[src/design/rtc_pkg.sv]
// Purpose: shared constants and types for the clock bus and counter control
// Assumes: one system clock, oscillator edges arrive as one-cycle pulses
// Notes: counter fields are binary, unused high bits read as zero
package rtc_pkg;
    localparam logic [4:0] A_HUND = 5'h00;
    localparam logic [4:0] A_HOUR = 5'h01;
    localparam logic [4:0] A_MIN = 5'h02;
    localparam logic [4:0] A_SEC = 5'h03;
    localparam logic [4:0] A_MON = 5'h04;
    localparam logic [4:0] A_DATE = 5'h05;
    localparam logic [4:0] A_YEAR = 5'h06;
    localparam logic [4:0] A_DOW = 5'h07;
    localparam logic [4:0] A_MASK = 5'h10;
    localparam logic [4:0] A_CMD = 5'h11;
    localparam int CMD_RUN = 3;
    localparam int CMD_IEN = 4;
    localparam int CMD_TEST = 5;
    localparam int ST_HUND = 1;
    localparam int ST_TENTH = 2;
    localparam int ST_SEC = 3;
    localparam int ST_MIN = 4;
    localparam int ST_HOUR = 5;
    localparam int ST_DAY = 6;
    localparam int ST_GLOBAL = 7;
    localparam logic [7:0] CMD_RESET = 8'h00;
    localparam logic [7:0] MASK_RESET = 8'h00;
    localparam logic [23:0] BASE_HZ = 24'h000FA0;
    localparam logic [23:0] OSC_HZ0 = 24'h008000;
    localparam logic [23:0] OSC_HZ1 = 24'h100000;
    localparam logic [23:0] OSC_HZ2 = 24'h200000;
    localparam logic [23:0] OSC_HZ3 = 24'h400000;
    localparam logic [5:0] DIV_LAST = 6'h27;
    localparam logic [6:0] HUND_MAX = 7'h63;
    localparam logic [6:0] TENTH_DIV = 7'h0A;
    localparam logic [5:0] SEC_MAX = 6'h3B;
    localparam logic [4:0] HOUR_MAX = 5'h17;
    localparam logic [2:0] DOW_MAX = 3'h6;
    localparam logic [3:0] MON_MAX = 4'hC;
    localparam logic [6:0] YEAR_MAX = 7'h63;
    localparam logic [4:0] DATE_FIRST = 5'h01;
    localparam logic [3:0] MON_FIRST = 4'h1;

    typedef struct packed {
        logic [4:0] hour;
        logic [5:0] min;
        logic [5:0] sec;
        logic [3:0] mon;
        logic [4:0] date;
        logic [6:0] year;
        logic [2:0] dow;
    } rtc_time_t;

    typedef struct packed {
        logic [4:0] addr_lat;
        logic cs_lat_b;
        logic rd_d;
        logic rd_stat;
        logic [23:0] acc;
        logic [5:0] div;
        logic pend;
        logic [6:0] hund;
        rtc_time_t tm;
        rtc_time_t snap;
        logic [7:0] cmd;
        logic [7:0] mask;
        logic [7:0] stat;
        logic irq;
        logic [7:0] dout;
        logic doe;
    } rtc_state_t;
endpackage

[src/design/rtc_core.sv]
// Purpose: parallel host bus, counter run control, snapshot latch, tick divider
// Assumes: all inputs synchronous to SYS_CLK, OSC_TICK one pulse per osc cycle
// Notes: interrupt pin is open drain, IRQ_OE high pulls it low
// Function
// - run bit gates the 100Hz count
// - hundredths read snapshots other counters
// - snapshot held until next hundredths read
// - tick during read postponed until read ends
// - ticks lost under overlong read strobe
// - read strobe with select drives data
// - write strobe with select stores data
// - select may stay low, strobes decode
// - address and select latched at strobe fall
// - test bit feeds oscillator to hundredths
// - mask seconds bit gives per-second interrupt
// - status read releases and rearms interrupt
// - frequency bits select divider to 4000Hz
// - interrupt needs enable bit and mask bit
// - unused counter bits read zero
// - status clears at read strobe rising edge
`timescale 1ns/1ns
module rtc_core
    import rtc_pkg::*;
(
    input wire logic SYS_CLK,
    input wire logic RST_B,
    input wire logic RD_B,
    input wire logic WR_B,
    input wire logic CS_B,
    input wire logic ALE,
    input wire logic [4:0] ADDR,
    input wire logic [7:0] DATA_IN,
    input wire logic OSC_TICK,
    output logic [7:0] DATA_OUT,
    output logic DATA_OE,
    output logic IRQ_O,
    output logic IRQ_OE
);
    rtc_state_t s_reg;
    rtc_state_t s_next;
    logic [4:0] eff_addr;
    logic eff_cs_b;
    logic rd_act;
    logic wr_act;
    logic rd_start;
    logic [23:0] osc_hz;
    logic [23:0] acc_sum;
    logic tick4k;
    logic tick100;
    logic adv;
    logic [6:0] hund_inc;
    logic c_sec;
    logic c_min;
    logic c_hour;
    logic c_day;
    logic c_mon;
    logic c_year;
    logic [7:0] stat_set;
    logic fire;
    logic stat_clr;

    function automatic logic [4:0] month_days(input logic [3:0] mon, input logic [6:0] yr);
        case (mon)
            4'h2: month_days = (yr[1:0] == 2'h0) ? 5'h1D : 5'h1C;
            4'h4, 4'h6, 4'h9, 4'hB: month_days = 5'h1E;
            default: month_days = 5'h1F;
        endcase
    endfunction

    always_comb begin
        // address latch transparent while strobe high
        eff_addr = ALE ? ADDR : s_reg.addr_lat;
        eff_cs_b = ALE ? CS_B : s_reg.cs_lat_b;
        rd_act = !RD_B && !eff_cs_b;
        wr_act = !WR_B && !eff_cs_b && RD_B;
        rd_start = rd_act && !s_reg.rd_d;
        case (s_reg.cmd[1:0])
            2'h0: osc_hz = OSC_HZ0;
            2'h1: osc_hz = OSC_HZ1;
            2'h2: osc_hz = OSC_HZ2;
            default: osc_hz = OSC_HZ3;
        endcase
        acc_sum = s_reg.acc + BASE_HZ;
        tick4k = OSC_TICK && (acc_sum >= osc_hz);
        tick100 = s_reg.cmd[CMD_TEST] ? OSC_TICK
            : (tick4k && s_reg.div == DIV_LAST);
        // one pending tick only, further ones dropped
        adv = s_reg.cmd[CMD_RUN] && (tick100 || s_reg.pend) && !rd_act;
        hund_inc = (s_reg.hund >= HUND_MAX) ? 7'h00 : s_reg.hund + 7'h01;
        c_sec = adv && s_reg.hund >= HUND_MAX;
        c_min = c_sec && s_reg.tm.sec >= SEC_MAX;
        c_hour = c_min && s_reg.tm.min >= SEC_MAX;
        c_day = c_hour && s_reg.tm.hour >= HOUR_MAX;
        c_mon = c_day && s_reg.tm.date >= month_days(s_reg.tm.mon, s_reg.tm.year);
        c_year = c_mon && s_reg.tm.mon >= MON_MAX;
        stat_set = 8'h00;
        stat_set[ST_HUND] = adv;
        stat_set[ST_TENTH] = adv && (hund_inc % TENTH_DIV) == 7'h00;
        stat_set[ST_SEC] = c_sec;
        stat_set[ST_MIN] = c_min;
        stat_set[ST_HOUR] = c_hour;
        stat_set[ST_DAY] = c_day;
        fire = s_reg.cmd[CMD_IEN] && |(stat_set[6:1] & s_reg.mask[6:1]);
        stat_clr = s_reg.rd_stat && !rd_act;

        s_next = s_reg;
        if (ALE) begin
            s_next.addr_lat = ADDR;
            s_next.cs_lat_b = CS_B;
        end
        s_next.rd_d = rd_act;
        s_next.rd_stat = rd_act && eff_addr == A_MASK;
        if (OSC_TICK) begin
            s_next.acc = tick4k ? acc_sum - osc_hz : acc_sum;
        end
        if (tick4k) begin
            s_next.div = (s_reg.div == DIV_LAST) ? 6'h00 : s_reg.div + 6'h01;
        end
        s_next.pend = s_reg.cmd[CMD_RUN] && rd_act && (tick100 || s_reg.pend);
        if (adv) begin
            s_next.hund = hund_inc;
        end
        if (c_sec) s_next.tm.sec = (s_reg.tm.sec >= SEC_MAX) ? 6'h00 : s_reg.tm.sec + 6'h01;
        if (c_min) s_next.tm.min = (s_reg.tm.min >= SEC_MAX) ? 6'h00 : s_reg.tm.min + 6'h01;
        if (c_hour) s_next.tm.hour = (s_reg.tm.hour >= HOUR_MAX) ? 5'h00 : s_reg.tm.hour + 5'h01;
        if (c_day) begin
            s_next.tm.dow = (s_reg.tm.dow >= DOW_MAX) ? 3'h0 : s_reg.tm.dow + 3'h1;
            s_next.tm.date = c_mon ? DATE_FIRST : s_reg.tm.date + 5'h01;
        end
        if (c_mon) s_next.tm.mon = c_year ? MON_FIRST : s_reg.tm.mon + 4'h1;
        if (c_year) s_next.tm.year = (s_reg.tm.year >= YEAR_MAX) ? 7'h00 : s_reg.tm.year + 7'h01;
        // new flags win over the clear
        s_next.stat = (stat_clr ? 8'h00 : s_reg.stat) | stat_set;
        if (fire) begin
            s_next.stat[ST_GLOBAL] = 1'b1;
        end
        s_next.irq = fire || (s_reg.irq && !stat_clr);
        if (rd_start && eff_addr == A_HUND) begin
            s_next.snap = s_reg.tm;
        end
        s_next.doe = rd_act;
        s_next.dout = 8'h00;
        if (rd_act) begin
            case (eff_addr)
                A_HUND: s_next.dout = {1'b0, s_reg.hund};
                A_HOUR: s_next.dout = {3'h0, s_reg.snap.hour};
                A_MIN: s_next.dout = {2'h0, s_reg.snap.min};
                A_SEC: s_next.dout = {2'h0, s_reg.snap.sec};
                A_MON: s_next.dout = {4'h0, s_reg.snap.mon};
                A_DATE: s_next.dout = {3'h0, s_reg.snap.date};
                A_YEAR: s_next.dout = {1'b0, s_reg.snap.year};
                A_DOW: s_next.dout = {5'h00, s_reg.snap.dow};
                A_MASK: s_next.dout = s_reg.stat;
                A_CMD: s_next.dout = s_reg.cmd;
                default: s_next.dout = 8'h00;
            endcase
        end
        if (wr_act) begin
            case (eff_addr)
                A_HUND: s_next.hund = DATA_IN[6:0];
                A_HOUR: s_next.tm.hour = DATA_IN[4:0];
                A_MIN: s_next.tm.min = DATA_IN[5:0];
                A_SEC: s_next.tm.sec = DATA_IN[5:0];
                A_MON: s_next.tm.mon = DATA_IN[3:0];
                A_DATE: s_next.tm.date = DATA_IN[4:0];
                A_YEAR: s_next.tm.year = DATA_IN[6:0];
                A_DOW: s_next.tm.dow = DATA_IN[2:0];
                A_MASK: s_next.mask = DATA_IN;
                A_CMD: s_next.cmd = DATA_IN;
                default: s_next.cmd = s_reg.cmd;
            endcase
        end
    end

    always_ff @(posedge SYS_CLK or negedge RST_B) begin
        if (!RST_B) begin
            s_reg <= '0;
            s_reg.cs_lat_b <= 1'b1;
            s_reg.cmd <= CMD_RESET;
            s_reg.mask <= MASK_RESET;
            s_reg.tm.date <= DATE_FIRST;
            s_reg.tm.mon <= MON_FIRST;
        end else begin
            s_reg <= s_next;
        end
    end

    assign DATA_OUT = s_reg.dout;
    assign DATA_OE = s_reg.doe;
    assign IRQ_OE = s_reg.irq;
    assign IRQ_O = 1'b0;
endmodule

[config.mk]
export PLATFORM = sky130hd
export DESIGN_NAME = rtc_core
export DESIGN_NICKNAME = d
export VERILOG_FILES = /design/src/design/rtc_pkg.sv /design/src/design/rtc_core.sv
export SDC_FILE = /design/constraint.sdc
export NUM_CORES = 1
export LEC_CHECK = 0
export BUFFER_PORTS_ARGS = -buffer_cell sky130_fd_sc_hd__buf_2
export CORE_UTILIZATION = 59
export CTS_BUF_LIST = sky130_fd_sc_hd__clkbuf_8
export CTS_CLUSTER_DIAMETER = 150
export DETAILED_ROUTE_END_ITERATION = 10
export PLACE_DENSITY = 0.79
export SYNTH_ARGS = -nofsm -noshare
export SYNTH_HDL_FRONTEND = slang
export SYNTH_SLANG_ARGS = --single-unit
[constraint.sdc]
create_clock -name SYS_CLK -period 6.4 [get_ports SYS_CLK]
set_clock_uncertainty 0.2 [all_clocks]
set_input_delay 0 -clock SYS_CLK [delete_from_list [all_inputs] [get_ports SYS_CLK]]
set_output_delay 0 -clock SYS_CLK [all_outputs]
set_load 0.005 [all_outputs]
==> flow_metrics.tcl <==
set metrics [dict create \
    grt_pass1_wl_mm 35.2 \
    async_reset_ff_share_pct 100 \
    postLayoutCoreUtil_pct 66.9 \
    place.gp.congestion 0.889 \
    finalCritPeriodShare_pct 93.5 \
    crit_chain "ha_1 > and3_1 > mux2i_2 > inv_1 > ha_1 > nor4_1 > buf_4 > or2_2 > nor3_1 > nor2_2 > inv_1 > ha_1 > nor4_1 > o32a_1 > nand2_1 > o311ai_0 > nand2_1 > ha_1 > nand4_1 > mux2i_1 > a2bb2oi_1 > a2111oi_0 > o211ai_1 > nand3_1" \
    p_leak_uw 0.00420 \
    synth_warnings 0 \
    path_max_fanout 7 \
    pwr-share-comb_pct 43.6 \
    worstHoldEndpoint "s_reg[33]" \
    synth_edf_count 0 \
    synth-seq-area-share_pct 40.9 \
    worstMarginPinSlew_ps 1020 \
    maxCapViolCount 0 \
    worst-setup-path-type "reg -> reg" \
    maxClockFrequency_mhz 167 \
    r2r-start "s_reg[107]" \
    grt.overflow.total 0 \
    ir_drop_uv 170 \
    io_pins 31 \
    rsz0062_at_grt "no" \
    synthToLayoutAreaGrowth_pct 10.8 \
    ys_seq_elements 143 \
    hold_path.class "in -> reg" \
    clock_path_buffers 2 \
    seq_area_sq_um 3580 \
    worst_ep_arrival_time_ps 6170 \
    postPlaceCellArea_sq_um 8960 \
    synthCells 956 \
    clkPwrFrac_pct 20.8 \
    avgSynthCellArea_sq_um 9.15 \
    dieArea_sq_um 15300 \
    detail-route-antenna-nets 0 \
    clock-sinks 143 \
    hold_depth 3 \
    maxSlewHeadroom_pct 32.1 \
    routedWlPerCell_um 18.5 \
    wirelength_mm 21.8 \
    r2r-end "s_reg[17]" \
    core_sq_um 14500 \
    antenna_found_initial 0 \
    drt_iter0_drc 730 \
    dpl.hpwl_mm 15.2 \
    multi_input_area_sq_um 4820 \
    start_util_pct 60.4 \
    grt_max_degree 82 \
    design_area_sq_um 9690 \
    worst_path_most_repeated_cell "ha_1" \
    critPathLaunchType "register" \
    final_hold_viol_count 0 \
    synth_fp_nets 1003 \
    cts_tree "done" \
    clkLatencyLatePin_ps 460 \
    reg2reg_slack_ps 420 \
    cp.required_ps 6590 \
    largest_reg_flops 133 \
    p_switching_uw 1590 \
    vias_per_cell 6.31 \
    clk_pin_slew_ps 90 \
    num_antenna_cells 0 \
    routed-via-count 7449 \
    slowest_stage "a2111oi_0" \
    yosysUniqueCellTypes 74 \
    min_from "DATA_IN[7]" \
    drcViolationCount 0 \
    cts_buffers 17 \
    grt_usage_pct 30.5 \
    max_stage_delay_ps 590 \
    p_per_area_nw_per_um2 400 \
    synthTopCellsByCount "140 x dfrtp_1, 93 x nand2_1, 78 x nor2_1, 59 x a21oi_1, 58 x o21ai_0" \
    status "finished clean" \
    slew_violations 0 \
    cts_setup_buffers 0 \
    nets 1030 \
    io_buffers 29 \
    drtPass1Iterations 5 \
    worstRegToRegCells 24 \
    yosysTopAreaCell "dfrtp_1" \
    swShare_pct 41.1 \
    grt_pass1_vias 6774 \
    synth_area_leaders "dfrtp_1 40%, mux2_2 7.1%, nand2_1 4.0%" \
    cts-root-buf "clkbuf_8" \
    yosys.cell_count.top_type "dfrtp_1" \
    period_needed_ps 5980 \
    htreeDepth 4 \
    synth_area_sq_um 8750 \
    synthFlopType "dfrtp_1" \
    seqPwrFrac_pct 35.6 \
    die_w_um 124 \
    drive_above_1_share_pct 15.0 \
    endpoint_kind "register" \
    die_height_um 124 \
    synth_top_area_share_pct 40.0 \
    p_int_uw 2290 \
    nFillCells 1117 \
    finalSetupViolCount 0 \
    rows 44 \
    tns_ps 0 \
]
## layout make-up
class	instances	area share (%)
timing repair buffer	70	5.59
tap	184	2.38
multi-input combinational	732	49.7
clock inverter	13	1.91
sequential	143	37.0
clock buffer	19	2.70
inverter	19	0.736
## power groups by stage
stage / Sequential [uW] / Clock (uW) / Combinational [uW]
global placement: 1380 / 0 / 1630
finish: 1380 / 808 / 1690
floorplan: 1250 / 0 / 1390
detailed placement: 1390 / 0 / 1640
global route: 1410 / 853 / 1880
CTS: 1370 / 812 / 1670
## routing by layer
layer | track usage (%) | routed length [um] | vias up
met5 | 0 | 0 | -
met1 | 41.8 | 9850 | 3613
met3 | 6.14 | 1200 | 51
li1 | - | - | 3540
met4 | 11.5 | 557 | 0
met2 | 47.6 | 10200 | 245
## placed cells by master, fill, tap and decap left out, drive strengths merged, types with 5 or more instances in the layout
cell type | netlist | layout
nand4 | 13 | 13
o211ai | 5 | 5
and2 | 20 | 20
a22oi | 14 | 14
o21ai | 59 | 59
nor4 | 18 | 18
a21oi | 59 | 59
mux2 | 55 | 55
xnor2 | 23 | 23
clkbuf | 36 | 19
inv | 19 | 22
clkinv | 0 | 5
dfrtp | 140 | 140
ha | 27 | 27
a31oi | 23 | 23
nand3b | 6 | 6
o21a | 5 | 5
mux2i | 18 | 18
nand2b | 12 | 12
or3 | 8 | 8
buf | 26 | 45
nor2 | 78 | 78
and3 | 15 | 15
nor3b | 6 | 6
a211oi | 11 | 11
a21o | 8 | 8
dlygate4sd3 | 0 | 25
nand2 | 93 | 93
a22o | 7 | 7
a221oi | 6 | 6
xor2 | 12 | 12
nor3 | 26 | 26
nor2b | 11 | 11
nand3 | 37 | 37
## cell families after synthesis
group | share of synthesized area, %
simple gates | 20.5
compound gates | 17.9
flops | 40.9
buf+inv | 4.05
mux | 9.18
xor+xnor | 3.50
fa+ha+maj | 3.86
other cells | 0.0429
## stage by stage
stage	hold slack (ps)	total power [uW]	std cells	worst slack, ps
after floorplan	-496	2640	956	495
after global placement	-182	3000	1122	536
after detailed placement	-179	3030	1122	394
after CTS	128	3850	1180	367
after global routing	170	4140	1180	60.8
final	152	3880	1180	418
## timing repair
| action | CTS | global route |
|---|---|---|
| endpoints found under the setup margin | 0 | 3 |
| hold endpoints to repair | 153 | 0 |
| hold buffers | 26 | 0 |
| resized for setup | 0 | 1 |
## worst max-delay path by stage
stage / start / cells after the start / slack [ps] / end
floorplan: s_reg[107] / 25 / 500 / IRQ_OE
global placement: s_reg[107] / 24 / 540 / IRQ_OE
detailed placement: s_reg[107] / 24 / 390 / IRQ_OE
CTS: s_reg[107] / 24 / 370 / IRQ_OE
global route: s_reg[107] / 24 / 60 / IRQ_OE
finish: s_reg[107] / 24 / 420 / s_reg[17]
## worst max-delay path, delay by kind of cell, from the launching register on
family                   cells  cell delay, ps
flip-flops                   1             450
multiplexers                 2             330
buffers and inverters        3             400
AND/OR/NAND/NOR             10            2010
AO/OA/AOI/OAI                5            1510
adder cells (fa/ha/maj)      4             990
No activity file was read; power rests on OpenSTA's default activity.
